**src/gst_pkg.sv**
```systemverilog
/*
 * constants, field layouts and types of the gated sixteen-bit timer.
 * assumes a 20 MHz system clock and a byte-wide register port.
 */
package gst_pkg;

	localparam logic [2:0] OFF_COUNT_LOW  = 3'h0;
	localparam logic [2:0] OFF_COUNT_HIGH = 3'h1;
	localparam logic [2:0] OFF_TIMER_CTL  = 3'h2;
	localparam logic [2:0] OFF_GATE_CTL   = 3'h3;
	localparam logic [2:0] OFF_FLAGS      = 3'h4;
	localparam logic [2:0] OFF_IRQ_CTL    = 3'h5;

	// field positions of the flag and interrupt control registers
	localparam int BIT_OVF_FLAG  = 0;
	localparam int BIT_GATE_FLAG = 7;
	localparam int BIT_OVF_IE    = 0;
	localparam int BIT_GATE_IE   = 5;
	localparam int BIT_PERIPH_IE = 6;
	localparam int BIT_GLOBAL_IE = 7;

	localparam logic [7:0]  RESET_BYTE   = 8'h00;
	localparam logic [15:0] COUNT_MAX    = 16'hFFFF;
	localparam logic [7:0]  T0_WRAP_FROM = 8'hFF;
	localparam logic [7:0]  T0_WRAP_TO   = 8'h00;
	localparam logic [15:0] ISR_VECTOR   = 16'h0004;

	// timing: temperature oscillator period in system clocks, rounded down
	localparam int SYS_CLK_HZ      = 20000000;
	localparam int TEMP_OSC_HZ     = 16000;
	localparam int TEMP_OSC_CYCLES = SYS_CLK_HZ / TEMP_OSC_HZ;
	localparam int INSTR_DIV       = 4;

	typedef enum logic [1:0] {
		GST_CS_INSTR = 2'h0,
		GST_CS_SYS   = 2'h1,
		GST_CS_EXT   = 2'h2,
		GST_CS_TEMP  = 2'h3
	} gst_clk_src_t;

	typedef enum logic [1:0] {
		GST_GS_PIN  = 2'h0,
		GST_GS_T0   = 2'h1,
		GST_GS_CMP1 = 2'h2,
		GST_GS_CMP2 = 2'h3
	} gst_gate_src_t;

	// gray along idle -> wait -> run
	typedef enum logic [1:0] {
		GST_SP_IDLE = 2'h0,
		GST_SP_WAIT = 2'h1,
		GST_SP_RUN  = 2'h3
	} gst_sp_state_t;

	typedef struct packed {
		gst_clk_src_t clock_source_select;
		logic [1:0]   prescale_select;
		logic         reserved;
		logic         sync_disable;
		logic         unused;
		logic         timer_on;
	} gst_timer_control_t;

	typedef struct packed {
		logic          gate_enable;
		logic          gate_polarity;
		logic          toggle_mode_enable;
		logic          single_pulse_enable;
		logic          acquisition_go;
		logic          gate_value;
		gst_gate_src_t gate_source_select;
	} gst_gate_control_t;

endpackage

```
**src/gst_sync.sv**
```systemverilog
/*
 * two-stage synchroniser with rising-edge detect.
 * assumes one system clock; the raw input may change at any time.
 */
module gst_sync (
	input  wire logic sys_clk_i,
	input  wire logic reset_n_i,
	input  wire logic raw_i,
	output logic      level_o,
	output logic      rise_o
);
	logic meta;
	logic stable;
	logic stable_prev;

	// the first stage feeds only the second
	always_ff @(posedge sys_clk_i)
	begin
		if (!reset_n_i)
		begin
			meta        <= 1'b0;
			stable      <= 1'b0;
			stable_prev <= 1'b0;
		end
		else
		begin
			meta        <= raw_i;
			stable      <= meta;
			stable_prev <= stable;
		end
	end

	assign level_o = stable;
	assign rise_o  = stable & ~stable_prev;
endmodule

```
**src/gst_prescaler.sv**
```systemverilog
/*
 * prescale counter passing every 1st, 2nd, 4th or 8th input tick.
 * assumes ticks are one-cycle enables of the system clock.
 */
module gst_prescaler #(
	parameter int WIDTH = 3
) (
	input  wire logic       sys_clk_i,
	input  wire logic       reset_n_i,
	input  wire logic       clear_i,
	input  wire logic       tick_i,
	input  wire logic [1:0] select_i,
	output logic            tick_o
);
	logic [WIDTH-1:0] count;
	logic [WIDTH-1:0] mask;

	// low bits that must all be one before a tick passes
	assign mask   = WIDTH'((1 << select_i) - 1);
	assign tick_o = tick_i && ((count & mask) == mask);

	// software never sees this counter, only clears it
	always_ff @(posedge sys_clk_i)
	begin
		if (!reset_n_i)
			count <= '0;
		else if (clear_i)
			count <= '0;
		else if (tick_i)
			count <= count + WIDTH'(1);
	end
endmodule

```
**src/gst_timer.sv**
```systemverilog
/*
 * gated sixteen-bit timer: clock selection, prescaler, gate unit,
 * flags and byte register port.
 * assumes timer0 count and sleep are synchronous to sys_clk_i; the cpu owns the
 * interrupt vector and sleep state.
 */
// Design decisions made here: the register offsets and the strobed register port.
module gst_timer (
	input  wire logic        sys_clk_i,
	input  wire logic        reset_n_i,
	input  wire logic [2:0]  addr_i,
	input  wire logic [7:0]  wr_data_i,
	input  wire logic        wr_i,
	input  wire logic        rd_i,
	input  wire logic        external_count_pin_i,
	input  wire logic        gate_input_i,
	input  wire logic        comparator_one_out_i,
	input  wire logic        comparator_two_out_i,
	input  wire logic [7:0]  eight_bit_timer_count_i,
	input  wire logic        sleep_i,
	output logic [7:0]       rd_data_o,
	output logic [15:0]      count_o,
	output logic             irq_o,
	output logic             wake_o
);
	gst_pkg::gst_timer_control_t tcon;
	gst_pkg::gst_gate_control_t  gcon;
	gst_pkg::gst_sp_state_t      sp_state;
	gst_pkg::gst_sp_state_t      next_sp_state;

	logic [15:0] count;
	logic [15:0] next_count;
	logic [7:0]  irq_ctl;
	logic        ovf_flag;
	logic        gate_flag;

	// register port decode
	wire wr_low   = wr_i && (addr_i == gst_pkg::OFF_COUNT_LOW);
	wire wr_high  = wr_i && (addr_i == gst_pkg::OFF_COUNT_HIGH);
	wire wr_tcon  = wr_i && (addr_i == gst_pkg::OFF_TIMER_CTL);
	wire wr_gcon  = wr_i && (addr_i == gst_pkg::OFF_GATE_CTL);
	wire wr_flags = wr_i && (addr_i == gst_pkg::OFF_FLAGS);
	wire wr_irq   = wr_i && (addr_i == gst_pkg::OFF_IRQ_CTL);
	wire wr_count = wr_low | wr_high;

	wire timer_on = tcon.timer_on;
	wire ext_sel  = (tcon.clock_source_select == gst_pkg::GST_CS_EXT);
	wire async_ext = ext_sel && tcon.sync_disable;

	// synchronisers: 0 external clock, 1 gate pin, 2/3 comparators
	logic [3:0] raw_in;
	logic [3:0] sync_lvl;
	logic [3:0] sync_rise;

	assign raw_in = {comparator_two_out_i, comparator_one_out_i,
		gate_input_i, external_count_pin_i};

	genvar gi;
	generate
		for (gi = 0; gi < 4; gi = gi + 1)
		begin : g_sync
			gst_sync u_sync (
				.sys_clk_i (sys_clk_i),
				.reset_n_i (reset_n_i),
				.raw_i     (raw_in[gi]),
				.level_o   (sync_lvl[gi]),
				.rise_o    (sync_rise[gi])
			);
		end
	endgenerate

	// unsynchronised path: a single sample, no resynchronising stages
	logic ext_raw_q;
	logic ext_raw_prev;

	always_ff @(posedge sys_clk_i)
	begin
		if (!reset_n_i)
		begin
			ext_raw_q    <= 1'b0;
			ext_raw_prev <= 1'b0;
		end
		else
		begin
			ext_raw_q    <= external_count_pin_i;
			ext_raw_prev <= ext_raw_q;
		end
	end

	// switching between the paths may drop or add one edge
	wire ext_level = tcon.sync_disable ? ext_raw_q : sync_lvl[0];
	wire ext_rise  = tcon.sync_disable ? (ext_raw_q & ~ext_raw_prev)
		: sync_rise[0];

	// a low level must be seen before the first counted rising edge
	logic ext_armed;

	always_ff @(posedge sys_clk_i)
	begin
		if (!reset_n_i)
			ext_armed <= 1'b0;
		else if (!timer_on || wr_count)
			ext_armed <= 1'b0;
		else if (!ext_level)
			ext_armed <= 1'b1;
	end

	// internal time bases from the single system clock
	logic [1:0]  instr_div;
	logic [10:0] temp_div;

	wire instr_tick = (instr_div == 2'(gst_pkg::INSTR_DIV - 1));
	wire temp_tick  = (temp_div == 11'(gst_pkg::TEMP_OSC_CYCLES - 1));

	always_ff @(posedge sys_clk_i)
	begin
		if (!reset_n_i)
		begin
			instr_div <= 2'h0;
			temp_div  <= 11'h000;
		end
		else
		begin
			instr_div <= instr_div + 2'h1;
			temp_div  <= temp_tick ? 11'h000 : temp_div + 11'h001;
		end
	end

	// count clock selection
	logic src_tick;

	always_comb
	begin
		case (tcon.clock_source_select)
			gst_pkg::GST_CS_TEMP:  src_tick = temp_tick;
			gst_pkg::GST_CS_EXT:   src_tick = ext_rise && ext_armed;
			gst_pkg::GST_CS_SYS:   src_tick = 1'b1;
			default:               src_tick = instr_tick;
		endcase
	end

	// timer0 wrap detector, a one-cycle high pulse
	logic [7:0] t0_prev;
	logic       t0_pulse;

	always_ff @(posedge sys_clk_i)
	begin
		if (!reset_n_i)
		begin
			t0_prev  <= 8'h00;
			t0_pulse <= 1'b0;
		end
		else
		begin
			t0_prev  <= eight_bit_timer_count_i;
			t0_pulse <= (t0_prev == gst_pkg::T0_WRAP_FROM) &&
				(eight_bit_timer_count_i == gst_pkg::T0_WRAP_TO);
		end
	end

	// gate source and polarity
	logic gate_raw;

	always_comb
	begin
		case (gcon.gate_source_select)
			gst_pkg::GST_GS_CMP2:  gate_raw = sync_lvl[3];
			gst_pkg::GST_GS_CMP1:  gate_raw = sync_lvl[2];
			gst_pkg::GST_GS_T0:    gate_raw = t0_pulse;
			default:               gate_raw = sync_lvl[1];
		endcase
	end

	wire gate_act = gcon.gate_polarity ? gate_raw : ~gate_raw;

	// toggle flip-flop measures whole periods of the gate
	logic gate_act_prev;
	logic toggle_ff;

	always_ff @(posedge sys_clk_i)
	begin
		if (!reset_n_i)
		begin
			gate_act_prev <= 1'b0;
			toggle_ff     <= 1'b0;
		end
		else
		begin
			gate_act_prev <= gate_act;
			if (!gcon.toggle_mode_enable || !timer_on)
				toggle_ff <= 1'b0;
			else if (gate_act && !gate_act_prev)
				toggle_ff <= ~toggle_ff;
		end
	end

	wire gate_mid = gcon.toggle_mode_enable ? toggle_ff : gate_act;
	logic gate_mid_prev;
	wire  gate_mid_rise = gate_mid & ~gate_mid_prev;

	// single pulse: wait for a leading edge, run until trailing edge
	wire sp_run = ((sp_state == gst_pkg::GST_SP_WAIT) && gate_mid_rise) ||
		((sp_state == gst_pkg::GST_SP_RUN) && gate_mid);
	wire go_write = wr_gcon && wr_data_i[3];

	always_comb
	begin
		next_sp_state = sp_state;
		case (sp_state)
			gst_pkg::GST_SP_WAIT:
				if (gate_mid_rise)
					next_sp_state = gst_pkg::GST_SP_RUN;
			gst_pkg::GST_SP_RUN:
				if (!gate_mid)
					next_sp_state = gst_pkg::GST_SP_IDLE;
			default:
				next_sp_state = gst_pkg::GST_SP_IDLE;
		endcase
		if (wr_gcon)
			next_sp_state = go_write ? gst_pkg::GST_SP_WAIT
				: gst_pkg::GST_SP_IDLE;
		if (wr_gcon ? !wr_data_i[4] : !gcon.single_pulse_enable)
			next_sp_state = gst_pkg::GST_SP_IDLE;
	end

	// gate value is live whether or not gating is enabled
	wire gate_value = gcon.single_pulse_enable ? sp_run : gate_mid;
	logic gate_value_prev;
	wire  gate_fall = gate_value_prev & ~gate_value;

	always_ff @(posedge sys_clk_i)
	begin
		if (!reset_n_i)
		begin
			sp_state        <= gst_pkg::GST_SP_IDLE;
			gate_mid_prev   <= 1'b0;
			gate_value_prev <= 1'b0;
		end
		else
		begin
			sp_state        <= next_sp_state;
			gate_mid_prev   <= gate_mid;
			gate_value_prev <= gate_value;
		end
	end

	// count enable: on bit, gate, and sleep restriction
	wire sleep_ok = !sleep_i || async_ext;
	wire count_en = timer_on && (!gcon.gate_enable || gate_value)
		&& sleep_ok;
	logic inc;

	gst_prescaler #(
		.WIDTH (3)
	) u_prescaler (
		.sys_clk_i (sys_clk_i),
		.reset_n_i (reset_n_i),
		.clear_i   (wr_count),
		.tick_i    (src_tick && count_en),
		.select_i  (tcon.prescale_select),
		.tick_o    (inc)
	);

	// software write replaces the byte and beats the increment
	always_comb
	begin
		next_count = count;
		if (wr_low)
			next_count = {count[15:8], wr_data_i};
		else if (wr_high)
			next_count = {wr_data_i, count[7:0]};
		else if (inc)
			next_count = count + 16'h0001;
	end

	wire rollover = inc && !wr_count && (count == gst_pkg::COUNT_MAX);

	// control registers; go and gate value are live, not stored
	always_ff @(posedge sys_clk_i)
	begin
		if (!reset_n_i)
		begin
			count   <= 16'h0000;
			tcon    <= gst_pkg::gst_timer_control_t'(gst_pkg::RESET_BYTE);
			gcon    <= gst_pkg::gst_gate_control_t'(gst_pkg::RESET_BYTE);
			irq_ctl <= gst_pkg::RESET_BYTE;
		end
		else
		begin
			count <= next_count;
			if (wr_tcon)
				tcon <= gst_pkg::gst_timer_control_t'(wr_data_i & 8'hF5);
			if (wr_gcon)
				gcon <= gst_pkg::gst_gate_control_t'(wr_data_i & 8'hF3);
			if (wr_irq)
				irq_ctl <= wr_data_i & 8'hE1;
		end
	end

	// sticky flags; a hardware set wins over a software clear
	always_ff @(posedge sys_clk_i)
	begin
		if (!reset_n_i)
		begin
			ovf_flag  <= 1'b0;
			gate_flag <= 1'b0;
		end
		else
		begin
			ovf_flag  <= rollover ||
				(wr_flags ? wr_data_i[gst_pkg::BIT_OVF_FLAG] : ovf_flag);
			gate_flag <= gate_fall ||
				(wr_flags ? wr_data_i[gst_pkg::BIT_GATE_FLAG] : gate_flag);
		end
	end

	// interrupt request and wake from sleep
	wire periph_ie = irq_ctl[gst_pkg::BIT_PERIPH_IE];
	wire global_ie = irq_ctl[gst_pkg::BIT_GLOBAL_IE];
	wire ovf_req   = ovf_flag && irq_ctl[gst_pkg::BIT_OVF_IE] && timer_on;
	wire gate_req  = gate_flag && irq_ctl[gst_pkg::BIT_GATE_IE];

	// wake needs no global enable; the cpu vectors only if it is set
	always_ff @(posedge sys_clk_i)
	begin
		if (!reset_n_i)
		begin
			irq_o  <= 1'b0;
			wake_o <= 1'b0;
		end
		else
		begin
			irq_o  <= (ovf_req || gate_req) && periph_ie && global_ie;
			wake_o <= sleep_i && async_ext && ovf_req && periph_ie;
		end
	end

	// read data selection
	logic [7:0] rd_next;

	always_comb
	begin
		if (addr_i == gst_pkg::OFF_COUNT_LOW)
			rd_next = count[7:0];
		else if (addr_i == gst_pkg::OFF_COUNT_HIGH)
			rd_next = count[15:8];
		else if (addr_i == gst_pkg::OFF_TIMER_CTL)
			rd_next = tcon;
		else if (addr_i == gst_pkg::OFF_GATE_CTL)
			rd_next = {gcon[7:4], sp_state != gst_pkg::GST_SP_IDLE,
				gate_value, gcon[1:0]};
		else if (addr_i == gst_pkg::OFF_FLAGS)
			rd_next = {gate_flag, 6'h00, ovf_flag};
		else if (addr_i == gst_pkg::OFF_IRQ_CTL)
			rd_next = irq_ctl;
		else
			rd_next = 8'h00;
	end

	// read data stands one cycle, zero otherwise; count mirrored out
	always_ff @(posedge sys_clk_i)
	begin
		if (!reset_n_i)
		begin
			rd_data_o <= 8'h00;
			count_o   <= 16'h0000;
		end
		else
		begin
			rd_data_o <= rd_i ? rd_next : 8'h00;
			count_o   <= next_count;
		end
	end
endmodule

```
**config.mk**
```make
export PLATFORM = sky130hd
export DESIGN_NAME = gst_timer
export DESIGN_NICKNAME = d
export VERILOG_FILES = /design/src/gst_pkg.sv /design/src/gst_sync.sv /design/src/gst_prescaler.sv /design/src/gst_timer.sv
export SDC_FILE = /design/constraint.sdc
export NUM_CORES = 1
export LEC_CHECK = 0
export BUFFER_PORTS_ARGS = -buffer_cell sky130_fd_sc_hd__buf_2
export CAP_MARGIN = 10
export CORE_MARGIN = 3
export CORE_UTILIZATION = 57
export DETAILED_ROUTE_END_ITERATION = 7
export MAX_ROUTING_LAYER = met4
export PLACE_DENSITY = 0.9
export SLEW_MARGIN = 20
export SYNTH_ARGS = -nofsm -noshare
export SYNTH_HDL_FRONTEND = slang
export SYNTH_SLANG_ARGS = --single-unit
```
**constraint.sdc**
```tcl
create_clock -name sys_clk_i -period 3 [get_ports sys_clk_i]
set_clock_uncertainty 0.2 [all_clocks]
set_input_delay 0.45 -clock sys_clk_i [delete_from_list [all_inputs] [get_ports sys_clk_i]]
set_output_delay 0.45 -clock sys_clk_i [all_outputs]
set_load 0.02 [all_outputs]
```
# After elaboration in Yosys (flattened, before gate mapping)
# Index checks and enable logic that the tools add are counted.
[word_totals] input_bits=28 ff_bits=85 out_inout_bits=26
[op_classes] addsub=5 bitwise=14 reduce_logical=57 mux=24 eq_ne=21 shifts=1
[op_table] cell="8-bit two-way mux" count=7
[op_table] cell="16-bit two-way mux" count=2
[op_table] cell="1-bit logical AND" count=27
[op_table] cell="16-bit by 1-bit adder with 16-bit output (second input constant)" count=1
[op_table] cell="16-bit equality test (second input constant)" count=1
[op_table] cell="2-bit equality test (second input constant)" count=6
[op_table] cell="11-bit by 1-bit adder with 11-bit output (second input constant)" count=1
[op_table] cell="11-bit equality test (second input constant)" count=1
[op_table] cell="2-bit OR reduction" count=5
[op_table] cell="1-bit two-way mux" count=9
[op_table] cell="8-bit equality test (second input constant)" count=1
[op_table] cell="1-bit logical NOT" count=8
[op_table] cell="8-bit logical NOT" count=1
[op_table] cell="1-bit logical OR" count=8
[op_table] cell="1-bit inverter" count=8
[op_table] cell="2-bit AND reduction" count=4
[op_table] cell="2-bit by 1-bit equality test with 1-bit output (second input constant)" count=3
[op_table] cell="3-bit by 2-bit equality test with 1-bit output (second input constant)" count=2
[op_table] cell="3-bit equality test (second input constant)" count=2
[op_table] cell="2-bit two-way mux" count=3
[op_table] cell="3-bit != test (second input constant)" count=2
[op_table] cell="1-bit one-hot mux with 3 select lines" count=2
[op_table] cell="2-bit nonzero test" count=3
[op_table] cell="1-bit bitwise AND" count=4
[op_table] cell="11 further kinds" count=11

# Longest topological paths before layout
[depth] ltp_word=17 depth_mapped=9 depth_no_buf=8

# By module
# From an unflattened synthesis, not the netlist that was laid out.
[unflattened] cells_unflattened=439 hier_area_um2=4052.6
[by_module_without_submodules] module="gst_timer" cells_each=394 area_each_um2=3527.1 instances=1
[by_module_without_submodules] module="gst_sync" cells_each=7 area_each_um2=92.6 instances=4
[by_module_without_submodules] module="gst_prescaler" cells_each=17 area_each_um2=155.1 instances=1

# Worst setup path before layout
# No wires, ideal clock.
[synth_path] path_kind="register -> register" start="reg temp_div[9]" end="reg count_o[13]" setup_slack_ns=0.472 path_stages_with_launch=7 period_less_slack_ns=2.528 path_buffers=0 arrival_time_ns=2.212 required_time_ns=2.685 cell_sequence="dfxtp_1 or4_1 or4_1 o211ai_2 o211ai_1 or4_1 and3_1"
[synth_via] elab_chain_cells=6
[synth_lines] item="start, declared" line="gst_timer.sv:110" rtl="logic [10:0] temp_div;"
[synth_lines] item="start signal, assigned" line="gst_timer.sv:125" rtl="temp_div <= temp_tick ? 11'h000 : temp_div + 11'h001;"
[synth_lines] item="11-bit equality test" line="gst_timer.sv:113" rtl="wire temp_tick = (temp_div == 11'(gst_pkg::TEMP_OSC_CYCLES - 1));"
[synth_lines] item="1-bit one-hot mux with 3 select lines" line="gst_timer.sv:134" rtl="case (tcon.clock_source_select)"
[synth_lines] item="1-bit logical AND" line="gst_timer.sv:259" rtl=".tick_i (src_tick && count_en),"
[synth_lines] item="1-bit logical AND" line="gst_prescaler.sv:20" rtl="assign tick_o = tick_i && ((count & mask) == mask);"
[synth_lines] item="2-bit nonzero test (no source line)"
[synth_lines] item="2-bit AND reduction (no source line)"
[synth_lines] item="end signal, assigned" line="gst_timer.sv:371" rtl="count_o <= next_count;"
[synth_lines] item="end, declared" line="gst_timer.sv:22" rtl="output logic [15:0] count_o,"
# No other way between the ends.
# A chain may end at the register's enable or synchronous reset.

# Worst setup path after layout
[layout_path] start="reg temp_div[9]" end="reg count_o[5]"
# Same word-level chain as after synthesis.

==> reports/qor.csv <==
stage,metric,value,unit
run_status,outcome,completed,
floorplan,placeable core area,6460,um^2
clock_tree,clock tree from TritonCTS,yes,
synthesis,number of enable-type register cells in the synthesized netlist,0,
critical_path,capture instance of the worst register-to-register path,count_o[5]$_SDFFE_PN0P_,
global_route,number of antenna violations at the first check in global routing,0,
cells_and_area,FF+latch area,1700,um^2
synthesis,combinational family with the most area after synthesis,simple AND/OR/NAND/NOR gates,
route,drt wl/cell,17.2,um
power,Reg power frac,0.528,
synthesis,area share of the largest cell type after synthesis,0.442,
floorplan,vertical die dimension,88.2,um
critical_path,slowest CP cell,sky130_fd_sc_hd__or4_1,
power,Clk network pwr share,0.400,
route,Iter 0 DRT Violations,522,
power,power per unit of standard cell area,507,nW/um^2
sta,count of endpoints failing setup in the final report,0,
global_route,number of global-route vias before repair,3308,
power,"IR drop worst, VDD",0.000337,V
critical_path,worst reg2reg startpoint,temp_div[9]$_SDFF_PP0_,
placement,area after detailed placement,4190,um^2
clock_tree,post-CTS setup buffers,0,
clock_tree,Inserted Clock Buffers,9,
job,max cap viols,0,
synthesis,synthesized-area fraction occupied by xor and xnor cells,0.0296,
critical_path,signal arrival time at the worst endpoint,2.86,ns
cells_and_area,Antenna Diode Count,0,
clock_tree,# hold bufs at CTS,0,
placement,Cells after DPL,571,
floorplan,horizontal extent of the die,88.2,um
route,vias per cell,6.30,
route,wire length after detailed routing,10100,um
critical_path,critical path endpoint category,flip-flop,
synthesis,ranking of synthesized cells by area,"sky130_fd_sc_hd__dfxtp_1 44%, sky130_fd_sc_hd__nand2_1 5.6%, sky130_fd_sc_hd__mux2i_1 4.7%",
placement,IO Port Bufs,53,
power,Cell Int Power,1.70,mW
synthesis,area fraction in compound gates after synthesis,0.167,
global_route,global-route wire length before repair,16200,um
sta,pin slew with the least headroom to its limit,0.757,ns
synthesis,post-synth top area cell,sky130_fd_sc_hd__dfxtp_1,
synthesis,distinct cell type count of the synthesized netlist,53,
synthesis,area of the mapped netlist,3850,um^2
critical_path,largest stage delay on the critical path,0.53,ns
critical_path,WP buf/inv,1,
placement,half-perimeter wire length after placement,6890,um
power,net switching power,0.527,mW
critical_path,FF-to-FF path depth,7,
synthesis,Adder-Cell Fraction of Synth Area,0.0162,
route,DRC violation count after routing,0,
critical_path,"Cell Chain, Critical Path",or4_1 > or4_1 > o211ai_2 > o211ai_1 > buf_4 > o311a_1 > a31o_2,
synthesis,gate count of the mapped netlist,453,
synthesis,number of warnings issued by yosys,0,
critical_path,element type at the critical path start,flip-flop,
sta,Final Hold Viols,0,
clock_tree,clock transition at the registers of the reported paths,0.08,ns
route,remaining number of nets flagged by the antenna check after routing,0,
sta,setup repair after global routing missed its margin,no,
sta,max-slew violation count,0,
clock_tree,maximum number of buffers from clock root to sink,2,
synthesis,share of synthesized area occupied by flip-flops and latches,0.442,
floorplan,DIE AREA,7780,um^2
critical_path,path type of the worst setup path,flip-flop to flip-flop,
cells_and_area,share of layout cells above drive strength 1,0.165,
floorplan,starting utilization of the core area,0.596,
global_route,pin count of the biggest net entering global routing,29,
sta,final worst setup slack,0.202,ns
placement,placer's final routability congestion estimate,0.978,
synthesis,synthesized-area fraction occupied by and/or/nand/nor cells,0.255,
critical_path,reg-to-reg setup timing slack,0.20,ns
sta,setup tns final,0,ns
synthesis,per-instance average area after synthesis,8.50,um^2
clock_tree,post_cts resized,0,
critical_path,Critical Path Start,temp_div[9]$_SDFF_PP0_,
critical_path,cell depth of the worst setup path,7,
cells_and_area,area growth from synthesis to layout,14.2,%
synthesis,share of synthesized registers carrying an async set or reset,0,
cells_and_area,core utilization of the finished layout,0.681,
floorplan,IO Pins,54,
power,switching power share of the total,0.236,
route,drt first pass iters,5,
sta,Max Fclk,0.357,GHz
clock_tree,clock net sink count,85,
min_path,path type of the worst min-delay path,input port to flip-flop,
critical_path,most frequent CP cell,sky130_fd_sc_hd__or4_1,
placement,setup slack at placement,0.261,ns
synthesis,number of storage elements in the synthesis netlist,85,
sta,ratio of final minimum period to clock period,0.933,
critical_path,worst path required time,3.06,ns
cells_and_area,area of combinational cells with multiple inputs,2050,um^2
global_route,Global Route Usage Sum,0.280,
global_route,total congestion overflow after global routing,0,
cells_and_area,Layout Nets,538,
clock_tree,CTS Root Cell,sky130_fd_sc_hd__clkbuf_8,
sta,clock period minus final worst setup slack,2.80,ns
clock_tree,level count of the clock H-tree,3,
synthesis,"Net Count, Synth",486,
critical_path,critical path capture point,count_o[5]$_SDFFE_PN0P_,
synthesis,most common flop cell mapped by yosys,sky130_fd_sc_hd__dfxtp_1,
power,cell leakage power,1.73,nW
power,share of power burned in combinational logic,0.072,
sta,Rel. slew slack,0.494,
synthesis,share of cell area taken by muxes after synthesis,0.0643,
route,vias after detailed routing,3692,
cells_and_area,# fillers,520,
critical_path,Top delay family on crit path,simple AND/OR/NAND/NOR gates,
clock_tree,clock insertion delay at the later pin of the skew report,0.36,ns
floorplan,Core Rows,29,
cells_and_area,final standard cell count with taps included and fillers excluded,586,
cells_and_area,summed area of non-filler cells in the final layout,4400,um^2
critical_path,largest fanout of any net on the critical path,10,
[worst min path at each step]
stage | end | depth (start not counted) | start
5_1_grt | t0_pulse$_SDFF_PN0_ | 2 | eight_bit_timer_count_i[6]
3_5_place_dp | instr_div[0]$_SDFF_PN0_ | 1 | instr_div[0]$_SDFF_PN0_
2_1_floorplan | instr_div[0]$_SDFF_PN0_ | 1 | instr_div[0]$_SDFF_PN0_
4_1_cts | t0_pulse$_SDFF_PN0_ | 2 | eight_bit_timer_count_i[6]
6_report | t0_pulse$_SDFF_PN0_ | 2 | eight_bit_timer_count_i[6]
3_3_place_gp | instr_div[0]$_SDFF_PN0_ | 1 | instr_div[0]$_SDFF_PN0_
[worst reg2reg max path, cell delays in order (launching register included)]
cell,delay (ns)
sky130_fd_sc_hd__dfxtp_1,0.34
sky130_fd_sc_hd__or4_1,0.53
sky130_fd_sc_hd__or4_1,0.46
sky130_fd_sc_hd__o211ai_2,0.21
sky130_fd_sc_hd__o211ai_1,0.18
sky130_fd_sc_hd__buf_4,0.23
sky130_fd_sc_hd__o311a_1,0.35
sky130_fd_sc_hd__a31o_2,0.21
[metal layers]
metal,GRT usage,vias to the layer above,wire length [um]
met1,0.358,1699,4220
li1,-,1715,-
met3,0.0574,45,982
met5,-,-,0
met4,0.159,0,446
met2,0.411,233,4410
[placed cells by master, fill, tap and decap left out, types with 5 or more instances in the layout]
cell                       count
sky130_fd_sc_hd__nor2_1       46
sky130_fd_sc_hd__a211oi_1      5
sky130_fd_sc_hd__buf_4         5
sky130_fd_sc_hd__xor2_1        9
sky130_fd_sc_hd__nand2_1      57
sky130_fd_sc_hd__or3_1         5
sky130_fd_sc_hd__a21oi_1      25
sky130_fd_sc_hd__clkbuf_8     10
sky130_fd_sc_hd__mux2i_1      18
sky130_fd_sc_hd__nand4_1       5
sky130_fd_sc_hd__a22oi_1       5
sky130_fd_sc_hd__a21boi_0      5
sky130_fd_sc_hd__dfxtp_1      85
sky130_fd_sc_hd__and2_1       21
sky130_fd_sc_hd__and3_1        8
sky130_fd_sc_hd__ha_1          5
sky130_fd_sc_hd__or4_1         5
sky130_fd_sc_hd__nor3_1       15
sky130_fd_sc_hd__inv_1         9
sky130_fd_sc_hd__nand3_1      23
sky130_fd_sc_hd__buf_2        53
sky130_fd_sc_hd__o21ai_0      25
[power by group through the flow]
stage	logic, mW	clock network [mW]	registers (mW)
after floorplan	0.0962	0	1.20
after global placement	0.153	0	1.20
after detailed placement	0.156	0	1.20
after CTS	0.158	0.894	1.18
after global routing	0.177	0.940	1.18
final	0.162	0.891	1.18
[sequential cells by signal, indices dropped and copies added, names as in the netlist, 2 cells and up]
signal and cells:
count_o 16, g_sync.u_sync.level_o 4, g_sync.u_sync.meta 4, gcon 6, instr_div 2, irq_ctl 4, rd_data_o 8, sp_state 2
t0_prev 8, tcon 5, temp_div 11, u_prescaler.count 3
[metrics by stage]
stage	power [mW]	hold WS, ns
after floorplan	1.30	0.199
after global placement	1.35	0.206
after detailed placement	1.36	0.212
after CTS	2.23	0.0452
after global routing	2.30	0.0618
final	2.23	0.0568
[cells in the mapped netlist (5+ instances only)]
cell and instances:
sky130_fd_sc_hd__nand2_1 57, sky130_fd_sc_hd__nor3_1 15, sky130_fd_sc_hd__nand4_1 5, sky130_fd_sc_hd__nand3_1 23, sky130_fd_sc_hd__o21ai_0 25, sky130_fd_sc_hd__inv_1 9
sky130_fd_sc_hd__clkbuf_1 13, sky130_fd_sc_hd__ha_1 5, sky130_fd_sc_hd__and3_1 8, sky130_fd_sc_hd__and2_1 21, sky130_fd_sc_hd__mux2i_1 18, sky130_fd_sc_hd__xor2_1 9
sky130_fd_sc_hd__a21oi_1 25, sky130_fd_sc_hd__nor2_1 46, sky130_fd_sc_hd__a22oi_1 5, sky130_fd_sc_hd__a21boi_0 5, sky130_fd_sc_hd__or4_1 5, sky130_fd_sc_hd__dfxtp_1 85
sky130_fd_sc_hd__or3_1 5, sky130_fd_sc_hd__a211oi_1 5
[final cells by class]
class                      count  area share
clock buffer                  11      0.0321
clock inverter                 4      0.0165
inverter                      10     0.00853
multi-input combinational    341       0.465
sequential                    85       0.387
tap                           77      0.0219
timing repair buffer          58      0.0688
[cell families (layout without fill, tap and decap cells)]
| logic type | count (synthesis) | in the layout |
|---|---|---|
| compound gates | 97 | 97 |
| simple gates | 203 | 203 |
| flops | 85 | 85 |
| mux | 23 | 23 |
| buf+inv | 27 | 83 |
| fa+ha+maj | 5 | 5 |
| xor+xnor | 13 | 13 |
(Power assumes the default switching activity.)
